`config.mk`:
```
export PLATFORM = sky130hd
export DESIGN_NAME = fsp_status_prot
export DESIGN_NICKNAME = d
export VERILOG_FILES = /design/src/verilog/fsp_pkg.sv /design/src/verilog/fsp_status_prot.sv /design/src/verilog/fsp_nv_store.sv /design/src/verilog/fsp_prot_map.sv
export SDC_FILE = /design/constraint.sdc
export NUM_CORES = 1
export LEC_CHECK = 0
export BUFFER_PORTS_ARGS = -buffer_cell sky130_fd_sc_hd__buf_2
export CAP_MARGIN = 5
export CORE_ASPECT_RATIO = 0.9
export CORE_MARGIN = 4
export CORE_UTILIZATION = 54
export DETAILED_ROUTE_END_ITERATION = 16
export PLACE_DENSITY_LB_ADDON = 0.08
export REMOVE_ABC_BUFFERS = 1
export SLEW_MARGIN = 20
export SYNTH_ARGS = -nofsm -noshare
export SYNTH_HDL_FRONTEND = slang
export SYNTH_SLANG_ARGS = --single-unit
```
`constraint.sdc`:
```
create_clock -name ref_clk -period 8.2 [get_ports ref_clk]
set_input_delay 2.05 -clock ref_clk [delete_from_list [all_inputs] [get_ports ref_clk]]
set_output_delay 2.05 -clock ref_clk [all_outputs]
set_load 0.03 [all_outputs]
```
`src/verilog/fsp_pkg.sv`:
```
package fsp_pkg;

    ////////////////////////////////////////////////////////////////////////////
    // array geometry, 512 KB
    localparam int          ADDR_W      = 19;
    localparam logic [18:0] ARRAY_LAST  = 19'h7ffff;
    localparam logic [18:0] PAGE_SPAN   = 19'h000ff;
    localparam logic [18:0] SECTOR_SPAN = 19'h00fff;
    localparam logic [18:0] BLK32_SPAN  = 19'h07fff;
    localparam logic [18:0] BLK64_SPAN  = 19'h0ffff;
    localparam logic [18:0] SECTOR_SIZE = 19'h01000;
    localparam logic [18:0] BLK64_SIZE  = 19'h10000;
    localparam logic [18:0] CAP32_SIZE  = 19'h08000;

    ////////////////////////////////////////////////////////////////////////////
    // instruction codes
    localparam logic [7:0] CMD_WR_EN    = 8'h06;
    localparam logic [7:0] CMD_WR_DIS   = 8'h04;
    localparam logic [7:0] CMD_RD_ST1   = 8'h05;
    localparam logic [7:0] CMD_RD_ST2   = 8'h35;
    localparam logic [7:0] CMD_WR_ST    = 8'h01;
    localparam logic [7:0] CMD_PROG     = 8'h02;
    localparam logic [7:0] CMD_QPROG    = 8'h32;
    localparam logic [7:0] CMD_ER_4K    = 8'h20;
    localparam logic [7:0] CMD_ER_B32   = 8'h52;
    localparam logic [7:0] CMD_ER_B64   = 8'hd8;
    localparam logic [7:0] CMD_ER_CHIP  = 8'hc7;
    localparam logic [7:0] CMD_ER_CHIP2 = 8'h60;
    localparam logic [7:0] CMD_ER_SREG  = 8'h44;
    localparam logic [7:0] CMD_PR_SREG  = 8'h42;
    localparam logic [7:0] CMD_SUSPEND  = 8'h75;
    localparam logic [7:0] CMD_RESUME   = 8'h7a;

    ////////////////////////////////////////////////////////////////////////////
    // status word bit positions
    localparam int ST_BUSY    = 0;
    localparam int ST_LATCH   = 1;
    localparam int ST_RANGE   = 2;
    localparam int ST_DIR     = 5;
    localparam int ST_GRAN    = 6;
    localparam int ST_LOCK_LO = 7;
    localparam int ST_LOCK_HI = 8;
    localparam int ST_QUAD    = 9;
    localparam int ST_RSVD    = 10;
    localparam int ST_OTP     = 11;
    localparam int ST_INV     = 14;
    localparam int ST_SUS     = 15;

    typedef enum logic [1:0] {
        LOCK_SW  = 2'b00,
        LOCK_HW  = 2'b01,
        LOCK_PWR = 2'b10,
        LOCK_OTP = 2'b11
    } fsp_lock_t;

    typedef struct packed {
        logic       invert;
        logic [2:0] otp;
        logic       quad;
        fsp_lock_t  lock;
        logic       gran;
        logic       dir;
        logic [2:0] range;
    } fsp_nv_t;

    localparam fsp_nv_t NV_FACTORY = '0;

    typedef struct packed {
        logic        valid;
        logic [7:0]  code;
        logic [15:0] data;
        logic [23:0] addr;
    } fsp_cmd_t;

    typedef struct packed {
        logic [18:0] lo;
        logic [18:0] hi;
    } fsp_rng_t;

endpackage

```
`src/verilog/fsp_status_prot.sv`:
```
// Function
// - busy flag set while an operation runs
// - while busy, accept only status read, suspend
// - operation completion clears the busy flag
// - write enable instruction sets the latch
// - write-type instructions and power-up clear latch
// - three range bits, default protect nothing
// - direction bit picks top or bottom
// - granularity bit picks sectors or blocks
// - invert bit swaps protected and unprotected
// - two lock-mode bits select status protection
// - mode 00 writes need only the latch
// - mode 01, pin low, writes rejected
// - mode 01, pin high, latch allows write
// - mode 10 locked until power cycle
// - mode 11 locks status writes forever
// - suspend sets flag, resume or power clears
// - one-time lock bits set once, never clear
// - four-lane bit turns pins into lanes
// - program/erase into protected area is ignored
// - pin gating only without four lanes
`timescale 1ns/1ps
`default_nettype none

module fsp_status_prot (
    // clock and power-up reset
    input  wire logic             ref_clk,
    input  wire logic             sys_rst,
    input  wire logic             factory_init,
    // decoded instruction from the serial front end
    input  wire fsp_pkg::fsp_cmd_t cmd,
    output logic                  cmd_accept,
    // array engine
    output logic                  op_start,
    input  wire logic             op_done,
    // write-protect pin, asynchronous, active low
    input  wire logic             wp_n_pin,
    // status and pin function
    output logic [15:0]           status_word,
    output logic                  four_lane_enable,
    output logic                  wp_func_en,
    output logic                  hold_func_en,
    output logic [2:0]            otp_lock
);

    typedef struct packed {
        logic busy;
        logic latch;
        logic sus;
        logic wp_meta;
        logic wp_sync;
        logic op_start;
    } fsp_ctl_t;

    fsp_ctl_t          ctl_r;
    fsp_ctl_t          ctl_nxt;
    fsp_pkg::fsp_nv_t  nv_q;
    fsp_pkg::fsp_nv_t  nv_wr;
    fsp_pkg::fsp_rng_t tgt;
    logic              prot_hit;
    logic              lock_ok;
    logic              otp_hit;
    logic              ok;
    logic              is_wr_st;
    logic              is_array;
    logic              is_sreg;
    logic              wr_st_take;

    ////////////////////////////////////////////////////////////////////////////
    // target region of a program or erase instruction
    function automatic fsp_pkg::fsp_rng_t target_of(input logic [7:0]  code,
                                                    input logic [23:0] addr);
        fsp_pkg::fsp_rng_t r;
        logic [18:0]       span;
        span = fsp_pkg::PAGE_SPAN;
        case (code)
            fsp_pkg::CMD_ER_4K: span = fsp_pkg::SECTOR_SPAN;
            fsp_pkg::CMD_ER_B32: span = fsp_pkg::BLK32_SPAN;
            fsp_pkg::CMD_ER_B64: span = fsp_pkg::BLK64_SPAN;
            fsp_pkg::CMD_ER_CHIP,
            fsp_pkg::CMD_ER_CHIP2: span = fsp_pkg::ARRAY_LAST;
            default: span = fsp_pkg::PAGE_SPAN;
        endcase
        r.lo = addr[18:0] & ~span;
        r.hi = r.lo | span;
        return r;
    endfunction

    function automatic logic array_op(input logic [7:0] code);
        case (code)
            fsp_pkg::CMD_PROG, fsp_pkg::CMD_QPROG, fsp_pkg::CMD_ER_4K,
            fsp_pkg::CMD_ER_B32, fsp_pkg::CMD_ER_B64, fsp_pkg::CMD_ER_CHIP,
            fsp_pkg::CMD_ER_CHIP2: array_op = 1'b1;
            default: array_op = 1'b0;
        endcase
    endfunction

    ////////////////////////////////////////////////////////////////////////////
    // submodules
    fsp_prot_map u_map (
        .nv  (nv_q),
        .tgt (tgt),
        .hit (prot_hit)
    );

    fsp_nv_store u_nv (
        .ref_clk      (ref_clk),
        .sys_rst      (sys_rst),
        .factory_init (factory_init),
        .wr_en        (wr_st_take),
        .wr_val       (nv_wr),
        .nv_q         (nv_q)
    );

    ////////////////////////////////////////////////////////////////////////////
    // acceptance
    always_comb begin
        tgt      = target_of(cmd.code, cmd.addr);
        is_wr_st = (cmd.code == fsp_pkg::CMD_WR_ST);
        is_array = array_op(cmd.code);
        is_sreg  = (cmd.code == fsp_pkg::CMD_ER_SREG) || (cmd.code == fsp_pkg::CMD_PR_SREG);
        case (cmd.addr[13:12])
            2'h1: otp_hit = nv_q.otp[0];
            2'h2: otp_hit = nv_q.otp[1];
            2'h3: otp_hit = nv_q.otp[2];
            default: otp_hit = 1'b1;
        endcase
        case (nv_q.lock)
            fsp_pkg::LOCK_SW: lock_ok = 1'b1;
            fsp_pkg::LOCK_HW: lock_ok = nv_q.quad || ctl_r.wp_sync;
            default:          lock_ok = 1'b0;
        endcase
        ok = 1'b0;
        if (ctl_r.busy) begin
            ok = (cmd.code == fsp_pkg::CMD_RD_ST1) || (cmd.code == fsp_pkg::CMD_RD_ST2)
                 || ((cmd.code == fsp_pkg::CMD_SUSPEND) && !ctl_r.sus);
        end else begin
            case (cmd.code)
                fsp_pkg::CMD_WR_EN, fsp_pkg::CMD_WR_DIS,
                fsp_pkg::CMD_RD_ST1, fsp_pkg::CMD_RD_ST2: ok = 1'b1;
                fsp_pkg::CMD_RESUME: ok = ctl_r.sus;
                fsp_pkg::CMD_WR_ST: ok = ctl_r.latch && lock_ok;
                fsp_pkg::CMD_ER_SREG,
                fsp_pkg::CMD_PR_SREG: ok = ctl_r.latch && !otp_hit;
                default: ok = is_array && ctl_r.latch && !prot_hit;
            endcase
        end
        cmd_accept = cmd.valid && ok;
        wr_st_take = cmd_accept && is_wr_st;
        nv_wr        = nv_q;
        nv_wr.range  = cmd.data[fsp_pkg::ST_RANGE +: 3];
        nv_wr.dir    = cmd.data[fsp_pkg::ST_DIR];
        nv_wr.gran   = cmd.data[fsp_pkg::ST_GRAN];
        nv_wr.lock   = fsp_pkg::fsp_lock_t'({cmd.data[fsp_pkg::ST_LOCK_HI],
                                            cmd.data[fsp_pkg::ST_LOCK_LO]});
        nv_wr.quad   = cmd.data[fsp_pkg::ST_QUAD];
        nv_wr.otp    = cmd.data[fsp_pkg::ST_OTP +: 3];
        nv_wr.invert = cmd.data[fsp_pkg::ST_INV];
    end

    ////////////////////////////////////////////////////////////////////////////
    // volatile state
    always_comb begin
        ctl_nxt          = ctl_r;
        // raw pin goes straight into the first flop; high means writes allowed
        ctl_nxt.wp_meta  = wp_n_pin;
        ctl_nxt.wp_sync  = ctl_r.wp_meta;
        ctl_nxt.op_start = 1'b0;
        if (op_done && ctl_r.busy) begin
            ctl_nxt.busy = 1'b0;
        end
        if (cmd_accept) begin
            case (cmd.code)
                fsp_pkg::CMD_WR_EN: ctl_nxt.latch = 1'b1;
                fsp_pkg::CMD_WR_DIS: ctl_nxt.latch = 1'b0;
                fsp_pkg::CMD_SUSPEND: begin
                    ctl_nxt.sus  = 1'b1;
                    ctl_nxt.busy = 1'b0;
                end
                fsp_pkg::CMD_RESUME: begin
                    ctl_nxt.sus  = 1'b0;
                    ctl_nxt.busy = 1'b1;
                end
                fsp_pkg::CMD_RD_ST1, fsp_pkg::CMD_RD_ST2: ctl_nxt.busy = ctl_nxt.busy;
                default: begin
                    ctl_nxt.busy     = 1'b1;
                    ctl_nxt.latch    = 1'b0;
                    ctl_nxt.op_start = 1'b1;
                end
            endcase
        end
        if (sys_rst) begin
            ctl_nxt = '0;
        end
    end

    always_ff @(posedge ref_clk) begin
        ctl_r <= ctl_nxt;
    end

    ////////////////////////////////////////////////////////////////////////////
    // outputs
    assign op_start         = ctl_r.op_start;
    assign four_lane_enable = nv_q.quad;
    assign wp_func_en       = !nv_q.quad;
    assign hold_func_en     = !nv_q.quad;
    assign otp_lock         = nv_q.otp;
    assign status_word      = {ctl_r.sus, nv_q.invert, nv_q.otp, 1'b0, nv_q.quad,
                               nv_q.lock, nv_q.gran, nv_q.dir, nv_q.range,
                               ctl_r.latch, ctl_r.busy};
endmodule

`default_nettype wire

```
`src/verilog/fsp_nv_store.sv`:
```
`timescale 1ns/1ps
`default_nettype none

module fsp_nv_store (
    // clock and reset
    input  wire logic            ref_clk,
    input  wire logic            sys_rst,
    input  wire logic            factory_init,
    // write port
    input  wire logic            wr_en,
    input  wire fsp_pkg::fsp_nv_t wr_val,
    // stored bits
    output fsp_pkg::fsp_nv_t      nv_q
);

    fsp_pkg::fsp_nv_t nv_r;
    fsp_pkg::fsp_nv_t nv_nxt;

    ////////////////////////////////////////////////////////////////////////////
    // power cycle leaves the bits alone except the lock-down release
    always_comb begin
        nv_nxt = nv_r;
        if (factory_init) begin
            nv_nxt = fsp_pkg::NV_FACTORY;
        end else if (sys_rst) begin
            if (nv_r.lock == fsp_pkg::LOCK_PWR) begin
                nv_nxt.lock = fsp_pkg::LOCK_SW;
            end
        end else if (wr_en) begin
            nv_nxt     = wr_val;
            nv_nxt.otp = nv_r.otp | wr_val.otp;
        end
    end

    always_ff @(posedge ref_clk) begin
        nv_r <= nv_nxt;
    end

    assign nv_q = nv_r;
endmodule

`default_nettype wire

```
`src/verilog/fsp_prot_map.sv`:
```
`timescale 1ns/1ps
`default_nettype none

module fsp_prot_map (
    // protection fields
    input  wire fsp_pkg::fsp_nv_t nv,
    // target region of a program or erase
    input  wire fsp_pkg::fsp_rng_t tgt,
    // target touches protected data
    output logic                  hit
);

    logic        none;
    logic [18:0] size;
    logic [18:0] lo;
    logic [18:0] hi;
    logic        overlap;
    logic        outside;

    ////////////////////////////////////////////////////////////////////////////
    always_comb begin
        none = (nv.range == 3'h0);
        size = fsp_pkg::ARRAY_LAST;
        if (!nv.gran) begin
            if (!nv.range[2]) begin
                size = 19'(fsp_pkg::BLK64_SIZE << (nv.range[1:0] - 2'h1));
            end
        end else if (nv.range == 3'h7) begin
            size = fsp_pkg::ARRAY_LAST;
        end else if (nv.range[2]) begin
            size = fsp_pkg::CAP32_SIZE;
        end else begin
            size = 19'(fsp_pkg::SECTOR_SIZE << (nv.range[1:0] - 2'h1));
        end
        if (size == fsp_pkg::ARRAY_LAST) begin
            lo = '0;
            hi = fsp_pkg::ARRAY_LAST;
        end else if (nv.dir) begin
            lo = '0;
            hi = 19'(size - 19'h1);
        end else begin
            lo = 19'(fsp_pkg::ARRAY_LAST - size + 19'h1);
            hi = fsp_pkg::ARRAY_LAST;
        end
        overlap = !none && (tgt.lo <= hi) && (tgt.hi >= lo);
        outside = none || (tgt.lo < lo) || (tgt.hi > hi);
        hit     = nv.invert ? outside : overlap;
    end

endmodule

`default_nettype wire

```
-- Word level (Yosys, flattened, before mapping)
Index checks and enable logic that the tools add are counted.
W data, S select, Z words.
- output and inout bits: 24
- word-level logic and storage cells: 113
- register bits after elaboration: 18
- reductions and logical operators: 35
- $lt $le $gt $ge: 4
- add/sub/neg operators: 4
- equality and inequality tests: 24
- shifts and indexed selects: 2
- muxes and demuxes: 24
- bitwise logic cells: 7
- operators by type and width (operator ; number):
    $mux W19 ; 8
    $pmux W19 S4 ; 1
    $eq A8 B7 Y1 const B ; 6
    $eq A8 B3 Y1 const B ; 3
    $eq A8 B6 Y1 const B ; 3
    $add A19 B1 Y19 const B ; 1
    $and A19 B19 Y19 ; 1
    $eq A19 B19 Y1 const B ; 1
    $ge A19 B19 Y1 ; 1
    $gt A19 B19 Y1 ; 1
    $le A19 B19 Y1 ; 1
    $lt A19 B19 Y1 ; 1
    $not A19 Y19 ; 1
    $or A19 B19 Y19 ; 1
    $shl A13 B2 Y19 const A ; 1
    $shl A17 B2 Y19 const A ; 1
    $sub A19 B1 Y19 const B ; 1
    $sub A19 B19 Y19 const A ; 1
    $eq A8 B8 Y1 const B ; 2
    $logic_and A1 B1 Y1 ; 10
    $eq A8 B1 Y1 const B ; 1
    $eq A8 B2 Y1 const B ; 1
    $pmux W1 S2 ; 4
    $reduce_and A2 Y1 ; 4
    other kinds (22) ; 44

-- Longest topological paths before layout
Gate-level depths: netlist of the first run.
- depth after elaboration: 21
- gate-level depth with buffers: 19
- depth with buffers taken out: 17

-- Hierarchy
From an unflattened synthesis of the first run, not the netlist that was laid out.
- cell total of the unflattened synthesis: 319
- area total of the unflattened synthesis: 2384.8 µm²
- by module, submodules not included (module ; instances ; area each (µm²) ; cells an instance):
    fsp_prot_map ; 1 ; 1051.0 ; 144
    fsp_status_prot ; 1 ; 890.9 ; 124
    fsp_nv_store ; 1 ; 442.9 ; 51

-- Worst setup path before layout of the first run
Ideal clock, no wire load.
- kind: input -> output
- start: input cmd[43] (netlist bit)
- end: output cmd_accept
- data arrival time: 4900 ps
- path slack: 1250 ps
- stages on the path: 13
- path buffers: 1
- cell sequence: nand2b_1 -> or4_1 -> and3_4 -> and3_1 -> ha_1 -> o211ai_1 -> a21oi_1 -> o21ai_0 -> a21oi_1 -> or4b_4 -> a311oi_2 -> or2_1 -> buf_6
- longest elaborated chain between the ends: 14
- elaborated cells on any way between the ends: 43
- classes of those cells: 4 x order compare; 16 x eq/ne; 5 x mux; 3 x bitwise; 15 x reduce/logical
- RTL lines (what ; RTL line ; text):
    start, declared ; fsp_status_prot.sv:31 ; input wire fsp_pkg::fsp_cmd_t cmd,
    $eq A8 B8 Y1 / $eq A8 B7 Y1 (equally long branches) ; fsp_status_prot.sv:76, fsp_status_prot.sv:90 ;
    $reduce_or A2 Y1 ; fsp_status_prot.sv:76 ; case (code)
    $pmux W19 S4 ; fsp_status_prot.sv:76 ;
    $not A19 Y19 ; fsp_status_prot.sv:84 ; r.lo = addr[18:0] & ~span;
    $and A19 B19 Y19 ; fsp_status_prot.sv:84 ;
    $or A19 B19 Y19, or another cell as far along ; fsp_status_prot.sv:85 ; r.hi = r.lo | span;
    $ge A19 B19 Y1, or another cell as far along ; fsp_prot_map.sv:45 ; overlap = !none && (tgt.lo <= hi) && (tgt.hi >= lo);
    $logic_and A1 B1 Y1 / $logic_or A1 B1 Y1 (equally long branches) ; fsp_prot_map.sv:45, fsp_prot_map.sv:46 ;
    $mux W1 ; fsp_prot_map.sv:47 ; hit = nv.invert ? outside : overlap;
    $logic_not A1 Y1 ; fsp_status_prot.sv:145 ; default: ok = is_array && ctl_r.latch && !prot_hit;
    $logic_and A1 B1 Y1 ; fsp_status_prot.sv:145 ;
    $pmux W1 S4 ; fsp_status_prot.sv:138 ; case (cmd.code)
    $mux W1 * ; fsp_status_prot.sv:134 ; if (ctl_r.busy) begin
    $logic_and A1 B1 Y1 * ; fsp_status_prot.sv:148 ; cmd_accept = cmd.valid && ok;
    end, declared ; fsp_status_prot.sv:32 ; output logic cmd_accept,
Every way passes the cells marked *; elsewhere a longest branch is shown, timed or not.

-- Worst setup path after layout of the first run
Same ends and word-level chain as after synthesis.

==> results of run 1 <==
[worst max-delay path by stage]
stage,start,endpoint,slack (ns),cells after the start
6_report,cmd[43],cmd_accept,0.51,14
5_1_grt,cmd[43],cmd_accept,0.36,14
4_1_cts,cmd[43],cmd_accept,0.56,14
3_5_place_dp,cmd[43],cmd_accept,0.58,14
3_3_place_gp,cmd[43],cmd_accept,0.59,14
2_1_floorplan,cmd[43],cmd_accept,1.17,12
[placed cells by master, fill, tap and decap left out, types with 3 or more instances in the layout]
| cell | netlist | layout |
|---|---|---|
| and3_1 | 7 | 7 |
| a221oi_1 | 3 | 3 |
| nand3_1 | 5 | 5 |
| buf_2 | 2 | 59 |
| a21oi_1 | 22 | 22 |
| nand2b_1 | 15 | 15 |
| nor2_1 | 25 | 25 |
| nor2b_1 | 9 | 9 |
| clkbuf_8 | 0 | 4 |
| o211ai_1 | 3 | 3 |
| inv_1 | 8 | 8 |
| o21ai_0 | 16 | 16 |
| nand2_1 | 10 | 10 |
| ha_1 | 25 | 25 |
| nor4_1 | 4 | 4 |
| or4_1 | 3 | 3 |
| dfxtp_1 | 18 | 18 |
| mux2i_1 | 9 | 9 |
| nor3b_1 | 3 | 3 |
| nand4_1 | 10 | 10 |
| and2_1 | 6 | 6 |
[per-layer routing]
layer  up-vias  GRT usage
li1       1069          -
met1       917      0.317
met2        76      0.323
met3         6     0.0317
met4         0     0.0392
met5         -          0
[stage by stage]
step	hold slack (ns)	std cells	utilization	worst slack [ns]
after floorplan	0.414	244	-	1.17
after global placement	0.422	349	0.621	0.591
after detailed placement	0.433	349	0.621	0.576
after CTS	0.449	353	0.636	0.559
after global routing	0.470	353	0.636	0.357
final	0.442	353	0.636	0.506
[layout make-up]
cell class              instances  area (um2)  share of cell area
multi-input cells             218        1560               0.661
inverters                       8        30.0              0.0127
repair buffers                 59         295               0.125
clock buffers                   4        55.1              0.0234
flip-flops and latches         18         360               0.153
well taps                      46        57.6              0.0244
[logic make-up after synthesis]
| kind of cell | count (synthesis) | synth area share |
|---|---|---|
| muxes | 10 | 0.0508 |
| and+or+nand+nor | 113 | 0.323 |
| buffers and inverters | 26 | 0.0737 |
| xor gates and xnor gates | 2 | 0.00846 |
| adders and majority gates | 25 | 0.151 |
| other | 1 | 0.00181 |
| DFF | 18 | 0.174 |
| AOI/OAI and AO/OA | 67 | 0.217 |
[worst register-to-register path: stages (launching register included)]
cell and delay [ns]:
dfxtp_1 0.59, a21bo_2 0.23, nand2_1 0.17, ha_1 0.37
and2b_1 0.19, a22oi_1 0.19, nand4b_1 0.20, ha_1 0.35
nand4_1 0.11, a21oi_1 0.16, o21ai_0 0.15, a21oi_1 0.15
or4b_4 0.47, a311oi_2 0.36, o21ai_0 0.13, a221oi_1 0.31
[flip-flops by register name, summed over array words and instances, names as in the netlist]
register	cells
u_nv.nv_q	12
ctl_r	2
status_word	3
op_start	1
[Yosys cell counts (all sizes together), types with 5 or more instances]
master  count  area (um2)
dfxtp      18         360
buf        14         108
nor2       25        93.8
nand3       5        25.0
o21ai      16        80.1
nand4      10        62.6
nand2      10        37.5
inv         8        30.0
mux2i       9        90.1
nor2b       9        56.3
ha         25         313
and2        6        37.5
a21oi      22         110
nand2b     15        93.8
and3        8        55.1
[power breakdown]
part / internal [mW] / total (mW) / switching [mW]
clock network: 0.0426 / 0.0703 / 0.0277
logic: 0.0172 / 0.0387 / 0.0215
registers: 0.0879 / 0.0881 / 0.000139
==> impl_results.md, run 1 <==
* Data required, critical path at 6.15 ns
* # nets final at 387
* Fillcell total at 349
* Final hold violation count at 0
* Gr ovfl total at 0
* HP Class: reg2reg
* Drt first pass iters at 4
* Yosys reg bits at 18
* Clk sinks at 18
* Layout cells sized above 1 at 0.238
* Worst Tran Pin Value at 1.00 ns
* Horiz. Die Dim at 73.3 um
* CTS Buffer Depth at 2
* # setup viols final at 0
* Tcrit/Tclk final at 0.938
* EDFF count, synth at 0
* Hold path endpoint: ctl_r[1]
* Post-CTS sizing at 0
* Antenna diodes at 0
* Hold_buf cts at 0
* Setup TNS at 0 ns
* DRC violations left at 0
* Met3 WL at 410 um
* CP max stage cell: or4_1
* Final Cell Area at 2360 um2
* Library cells used by synthesis at 59
* Depth of the CTS H-tree at 1
* Leakage at 1.07 nW
* Ports at 78
* Worst flop-to-flop path endpoint: status_word[0]
* First-pass GRT wire length at 8400 um
* Post-synthesis sequential area ratio at 0.174
* Maximum operating frequency at 0.130 GHz
* Final Power at 0.197 mW
* Later-pin clock latency in the skew report at 0.25 ns
* Register-to-register setup slack at 3.97 ns
* RD Place Congestion at 0.857
* Crit-path leading delay family: simple AND/OR/NAND/NOR gates
* CTS buffer count at 3
* Endpoint class of the critical path: output pin
* Clock root cell: clkbuf_8
* Row cnt at 21
* Gr usage total at 0.213
* Count of buffers from port buffering at 59
* Startpoint Class: input port
* Critical path arrival at 5.64 ns
* Die area at 4890 um2
* Met2 WL at 2160 um
* Crit Path Max Fanout at 7
* Worst IR Drop VDD at 0.104 mV
* Setup bufs post-CTS at 0
* Antenna Nets Post-Route at 0
* Maxcap violations at 0
* Clock skew at 0.00292 ns
* Mapped Area at 2070 um2
* Die Y-Extent at 66.7 um
* Critical Path, Cell by Cell: buf_2 > nand2b_1 > or4_1 > and3_4 > and3_1 > ha_1 > o211ai_1 > a21oi_1 > o21ai_0 > a21oi_1 > or4b_4 > a311oi_2 > or2_1 > buf_2
* Prevailing post-synth register cell: dfxtp_1
* Final wirelength at 5170 um
* Power per Cell Area at 83.6 nW/um2
* Initial antenna violation count at 0
* RSZ-0062 raised after global routing: false
* Top routing layer used: met4
* Synthesized instance count at 262
* Drt wl/cell at 14.6 um
* Minimum clock period at 7.69 ns
* Vias per inst at 5.86
* Vias in the first global route at 1859
* Vias at 2068
* Largest net degree at the start of global routing at 18
* Synth warn at 0
* Std-Cell Core Area at 3700 um2
* Worst Hold Launch: ctl_r[2]
* Slowest stage delay, CP at 0.64 ns
* Relative slew slack at 0.329
* Avg Inst Size Synth at 7.90 um2
* CP bufs+invs at 2
* RR Startpoint: u_nv.nv_q[0]
* Final HPWL DP at 4220 um
* TritonCTS clock tree: done
* Clock slew at reported path FFs at 0.06 ns
* Area grow syn2layout at 13.8%
* Crit Path Class: in2out
* Status: complete, no violations
* Worst hold stages at 1
* M1 wire length at 2570 um
* Initial Util at 0.559
* Slew Viols, Final at 0
* Fraction of registers with async set or reset after synthesis at 0
* Placed cell area at 2300 um2
* Initial DRC Count at 117
* R2R cell count at 15
(Power assumes the default switching activity.)
==> run 2: changes to the inputs <==
- CORE_UTILIZATION: 54 -> 45
- clock period: 8.2 -> 6.87 ns (I/O delays scaled with it)
==> impl_results.md, run 2 (synthesis gave the netlist of run 1 again) <==
* Fin cells at 373 (+5.7%)
* Slew Viols, Final at 0 (unchanged)
* Clock root cell: clkbuf_8
* Critical path arrival at 4.88 ns (-0.76 ns)
* Fillcell total at 446 (+28%)
* Worst IR Drop VDD at 0.109 mV (+3.9%)
* Depth of the CTS H-tree at 1 (unchanged)
* Die Y-Extent at 72.4 um (+8.4%)
* Clk pwr share at 0.360 (+0.003)
* Vias per inst at 5.60 (-4.4%)
* # setup viols final at 0 (unchanged)
* Sw Pwr at 0.0606 mW (+23%)
* Later-pin clock latency in the skew report at 0.25 ns (about the same)
* Antenna diodes at 0 (unchanged)
* Drt first pass iters at 4 (unchanged)
* RSZ-0062 raised after global routing: false
* Maximum operating frequency at 0.152 GHz
* Gr usage total at 0.191 (-0.0225)
* Comb power frac at 0.198 (+0.002)
* Antenna Nets Post-Route at 0 (unchanged)
* Clock slew at reported path FFs at 0.07 ns (about the same)
* Worst hold stages at 1 (unchanged)
* Sequential share of power at 0.443 (-0.004)
* Power per Cell Area at 98.1 nW/um2 (+17%)
* Std-Cell Core Area at 4460 um2 (+20%)
* Clk sinks at 18 (unchanged)
* R2R cell count at 18 (+3)
* Count of buffers from port buffering at 59 (unchanged)
* Worst setup margin at 0.271 ns (-0.235 ns)
* Layout cells sized above 1 at 0.248 (+0.00980)
* RD Place Congestion at 0.883 (+3.1%)
* Final Power at 0.237 mW (+21%)
* HP Class: reg2reg
* Startpoint Class: input port
* Final HPWL DP at 4320 um (+2.4%)
* Setup TNS at 0 ns (unchanged)
* Worst Tran Pin Value at 0.990 ns (-0.0113 ns)
* Internal Power at 0.177 mW (+20%)
* Most common cell after layout, fill and taps aside: buf_2
* Minimum clock period at 6.60 ns
* Place WS at 0.225 ns (-0.352 ns)
* Die area at 5750 um2 (+18%)
* Placed Cells incl. Taps at 369 (+5.7%)
* Initial DRC Count at 148 (+26%)
* Area grow syn2layout at 16.9%
* Clock skew at 0.00254 ns (-0.000383 ns)
* Area of the multi-input gates at 1570 um2 (+0.72%)
* Status: complete, no violations
* Row cnt at 23 (+9.5%)
* Gr ovfl total at 0 (unchanged)
* Vias at 2089 (+1.0%)
* Ports at 78 (unchanged)
* CTS Buffer Depth at 2 (unchanged)
* # nets final at 391 (+1.0%)
* Register Area at 360 um2 (unchanged)
* Relative slew slack at 0.337 (+0.00759)
* Crit Path Class: in2out
* Initial Util at 0.464 (-0.0947)
* Initial antenna violation count at 0 (unchanged)
* First-pass GRT wire length at 8830 um (+5.1%)
* Fin util at 0.542 (-0.0934)
* Largest net degree at the start of global routing at 18 (unchanged)
* Tcrit/Tclk final at 0.961
* TritonCTS clock tree: done
* Hold_buf cts at 0 (unchanged)
* Endpoint class of the critical path: output pin
* Leakage at 1.09 nW (+1.7%)
* Sw frac at 0.255 (+0.00492)
* Crit Path Max Fanout at 7 (unchanged)
* Horiz. Die Dim at 79.5 um (+8.5%)
* Final hold violation count at 0 (unchanged)
* Final wirelength at 5410 um (+4.6%)
* Data required, critical path at 5.15 ns (-1.00 ns)
* Max reg flops at 12 (unchanged)
* DRC violations left at 0 (unchanged)
* Commonest non-fill, non-tap cells in the layout: 58 x buf_2, 25 x nor2_1, 25 x ha_1
* Vias in the first global route at 1849 (-0.54%)
* CTS buffer count at 3 (unchanged)
* Drt wl/cell at 14.5 um (-1.0%)
* Maxcap violations at 0 (unchanged)
-- run 2: timing repair --
item | in CTS | in global routing
gates resized for setup | 0 | 2
buffers inserted | 0 | 0
setup endpoints to repair | 0 | 1
-- run 2: cell type report --
cell class / instances / share of cell area
tap: 62 / 0.0321
clock buffer: 4 / 0.0228
timing repair buffer: 63 / 0.135
inverter: 8 / 0.0124
sequential: 18 / 0.149
multi-input combinational: 218 / 0.648
-- run 2: routing by layer --
metal / global-route usage / vias to the layer above / share of wire
li1: - / 1074 / -
met1: 0.289 / 929 / 0.51
met2: 0.278 / 82 / 0.40
met3: 0.0298 / 4 / 0.076
met4: 0.0477 / 0 / 0.0085
met5: 0 / - / 0
-- run 2: power by group through the flow --
stage	Clock, mW	Combinational [mW]	Sequential [mW]
5_1_grt	0.0946	0.0532	0.105
4_1_cts	0.0875	0.0466	0.105
3_3_place_gp	0	0.0460	0.107
6_report	0.0854	0.0469	0.105
3_5_place_dp	0	0.0464	0.108
2_1_floorplan	0	0.0243	0.108
-- run 2: final timing paths --
check	startpoint	to	slack, ns
hold / removal	ctl_r[2]	ctl_r[1]	0.46
setup / recovery	cmd[43]	cmd_accept	0.27
setup reg to reg	u_nv.nv_q[4]	status_word[15]	2.72
hold reg to reg	ctl_r[2]	ctl_r[1]	0.46
-- run 2: critical path, stage by stage --
cell and delay (ns):
buf_2 0.13, nand2b_1 0.16, or4_1 0.52, and3_4 0.22
and3_1 0.19, ha_1 0.31, o211ai_1 0.09, a21oi_1 0.15
o21ai_0 0.14, a21oi_1 0.14, or4b_4 0.48, a311oi_4 0.27
or2_1 0.17, clkbuf_4 0.19
-- run 2: stage by stage --
stage	hold WS [ns]	area (um2)
after floorplan	0.414	1950
after CTS	0.466	2410
final	0.459	2420
after global routing	0.481	2420
after global placement	0.417	2350
after detailed placement	0.454	2350
==> run 3: changes to the inputs <==
- CELL_PAD_IN_SITES_DETAIL_PLACEMENT: default -> 0
- CELL_PAD_IN_SITES_GLOBAL_PLACEMENT: default -> 1
- CORE_UTILIZATION: 45 -> 32
==> impl_results.md, run 3 (synthesis gave the netlist of run 1 again) <==
* Crit Path Max Fanout at 6 (-1)
* Comb power frac at 0.201 (+0.003)
* Leakage at 1.10 nW (+1.0%)
* Drt first pass iters at 4 (unchanged)
* Final wirelength at 5790 um (+7.1%)
* Clock skew at 0.00208 ns (-0.000458 ns)
* First-pass GRT wire length at 9320 um (+5.6%)
* Worst Tran Pin Value at 1.02 ns (+0.0274 ns)
* Vias at 2086 (-0.14%)
* Startpoint Class: input port
* Ports at 78 (unchanged)
* Max reg flops at 12 (unchanged)
* RSZ-0062 raised after global routing: false
* Drt wl/cell at 14.5 um (about the same)
* Largest net degree at the start of global routing at 18 (unchanged)
* Horiz. Die Dim at 92.8 um (+17%)
* RD Place Congestion at 0.809 (-8.4%)
* Final HPWL DP at 4790 um (+11%)
* Depth of the CTS H-tree at 1 (unchanged)
* Worst flop-to-flop path endpoint: status_word[15]
* Gr ovfl total at 0 (unchanged)
* Antenna diodes at 0 (unchanged)
* Std-Cell Core Area at 6220 um2 (+39%)
* Setup TNS at 0 ns (unchanged)
* Count of buffers from port buffering at 59 (unchanged)
* Crit Path Class: in2out
* Critical path destination: cmd_accept
* Die Y-Extent at 84.3 um (+17%)
* Maxcap violations at 0 (unchanged)
* Vias per inst at 5.22 (-6.9%)
* Area grow syn2layout at 19.0%
* Clock slew at reported path FFs at 0.07 ns (about the same)
* Sw Pwr at 0.0603 mW (-0.51%)
* Status: complete, no violations
* Commonest non-fill, non-tap cells in the layout: 59 x buf_2, 25 x nor2_1, 25 x ha_1
* TritonCTS clock tree: done
* HP Class: reg2reg
* Critical path arrival at 4.92 ns (+0.04 ns)
* Clock root cell: clkbuf_8
* Final Power at 0.238 mW (+0.15%)
* Layout cells sized above 1 at 0.252 (+0.00481)
* Post-CTS sizing at 0 (unchanged)
* Power per Cell Area at 96.5 nW/um2 (-1.6%)
* Hold_buf cts at 0 (unchanged)
* Worst IR Drop VDD at 0.101 mV (-7.3%)
* # setup viols final at 0 (unchanged)
* Minimum clock period at 6.64 ns (+0.0402 ns)
* # nets final at 393 (+0.51%)
* Internal Power at 0.177 mW (+0.37%)
* Vias in the first global route at 1913 (+3.5%)
* Initial Util at 0.333 (-0.131)
* Antenna Nets Post-Route at 0 (unchanged)
* Tcrit/Tclk final at 0.966 (+0.00585)
* RR Startpoint: u_nv.nv_q[4]
* DRC violations left at 0 (unchanged)
* Die area at 7820 um2 (+36%)
* CTS Buffer Depth at 2 (unchanged)
* Gr usage total at 0.144 (-0.0467)
* Most common cell after layout, fill and taps aside: buf_2
* Setup bufs post-CTS at 0 (unchanged)
* R2R cell count at 18 (unchanged)
* Relative slew slack at 0.318 (-0.0183)
* Sw frac at 0.254 (-0.00167)
* Later-pin clock latency in the skew report at 0.25 ns (about the same)
* Critical Path Start: cmd[43]
* Row cnt at 27 (+17%)
* Maximum operating frequency at 0.151 GHz (-0.61%)
* Clk sinks at 18 (unchanged)
* Clk pwr share at 0.357 (-0.003)
* Worst hold stages at 1 (unchanged)
* Register-to-register setup slack at 2.59 ns (-0.13 ns)
* Initial DRC Count at 119 (-20%)
* Data required, critical path at 5.15 ns (about the same)
* Sequential share of power at 0.442 (about the same)
* Final hold violation count at 0 (unchanged)
* Initial antenna violation count at 0 (unchanged)
* CTS buffer count at 3 (unchanged)
* Endpoint class of the critical path: output pin
* Slew Viols, Final at 0 (unchanged)
[run 3: cell type report]
| type | count | area (um2) |
|---|---|---|
| clock buffer | 4 | 55.1 |
| fill | 694 | 3750 |
| inverter | 8 | 30.0 |
| multi-input combinational | 218 | 1570 |
| timing repair buffer | 65 | 340 |
| tap | 87 | 109 |
| sequential | 18 | 360 |
[run 3: critical path, cell delays in order]
cell      delay (ns)
buf_2           0.13
nand2b_1        0.15
or4_1           0.50
buf_4           0.18
and3_1          0.20
ha_1            0.33
nand4_1         0.13
a21oi_1         0.16
o21ai_0         0.13
a21oi_1         0.13
or4b_4          0.48
a311oi_4        0.30
or2_1           0.17
buf_2           0.20
[run 3: worst min path at each step]
stage,from,to,slack (ns)
after floorplan,ctl_r[2],ctl_r[1],0.41
after global placement,ctl_r[2],ctl_r[1],0.42
after detailed placement,ctl_r[2],ctl_r[1],0.43
after CTS,ctl_r[2],ctl_r[1],0.44
after global routing,ctl_r[2],ctl_r[1],0.48
final,ctl_r[2],ctl_r[1],0.44
[run 3: power by group through the flow]
stage	logic, mW	clock network (mW)	registers, mW
floorplan	0.0243	0	0.108
global placement	0.0479	0	0.107
detailed placement	0.0476	0	0.107
CTS	0.0479	0.0879	0.105
global route	0.0543	0.0927	0.105
finish	0.0478	0.0849	0.105
[run 3: metal layers]
layer / vias up / part of all wire / GRT usage
met5: - / 0 / 0
met4: 0 / 0.0076 / 0.0266
met3: 6 / 0.063 / 0.0251
met2: 65 / 0.41 / 0.205
met1: 931 / 0.52 / 0.224
li1: 1084 / - / -
[run 3: stage by stage]
stage                     worst slack, ns  instance area [um2]   util  cells  hold WS [ns]
after floorplan                     0.501                 1950      -    244         0.414
after global placement             0.0665                 2400  0.386    396         0.418
after detailed placement            0.126                 2400  0.386    396         0.426
after CTS                          0.0973                 2450  0.395    400         0.442
after global routing               0.0336                 2460  0.396    400         0.480
final                               0.231                 2460  0.396    400         0.441
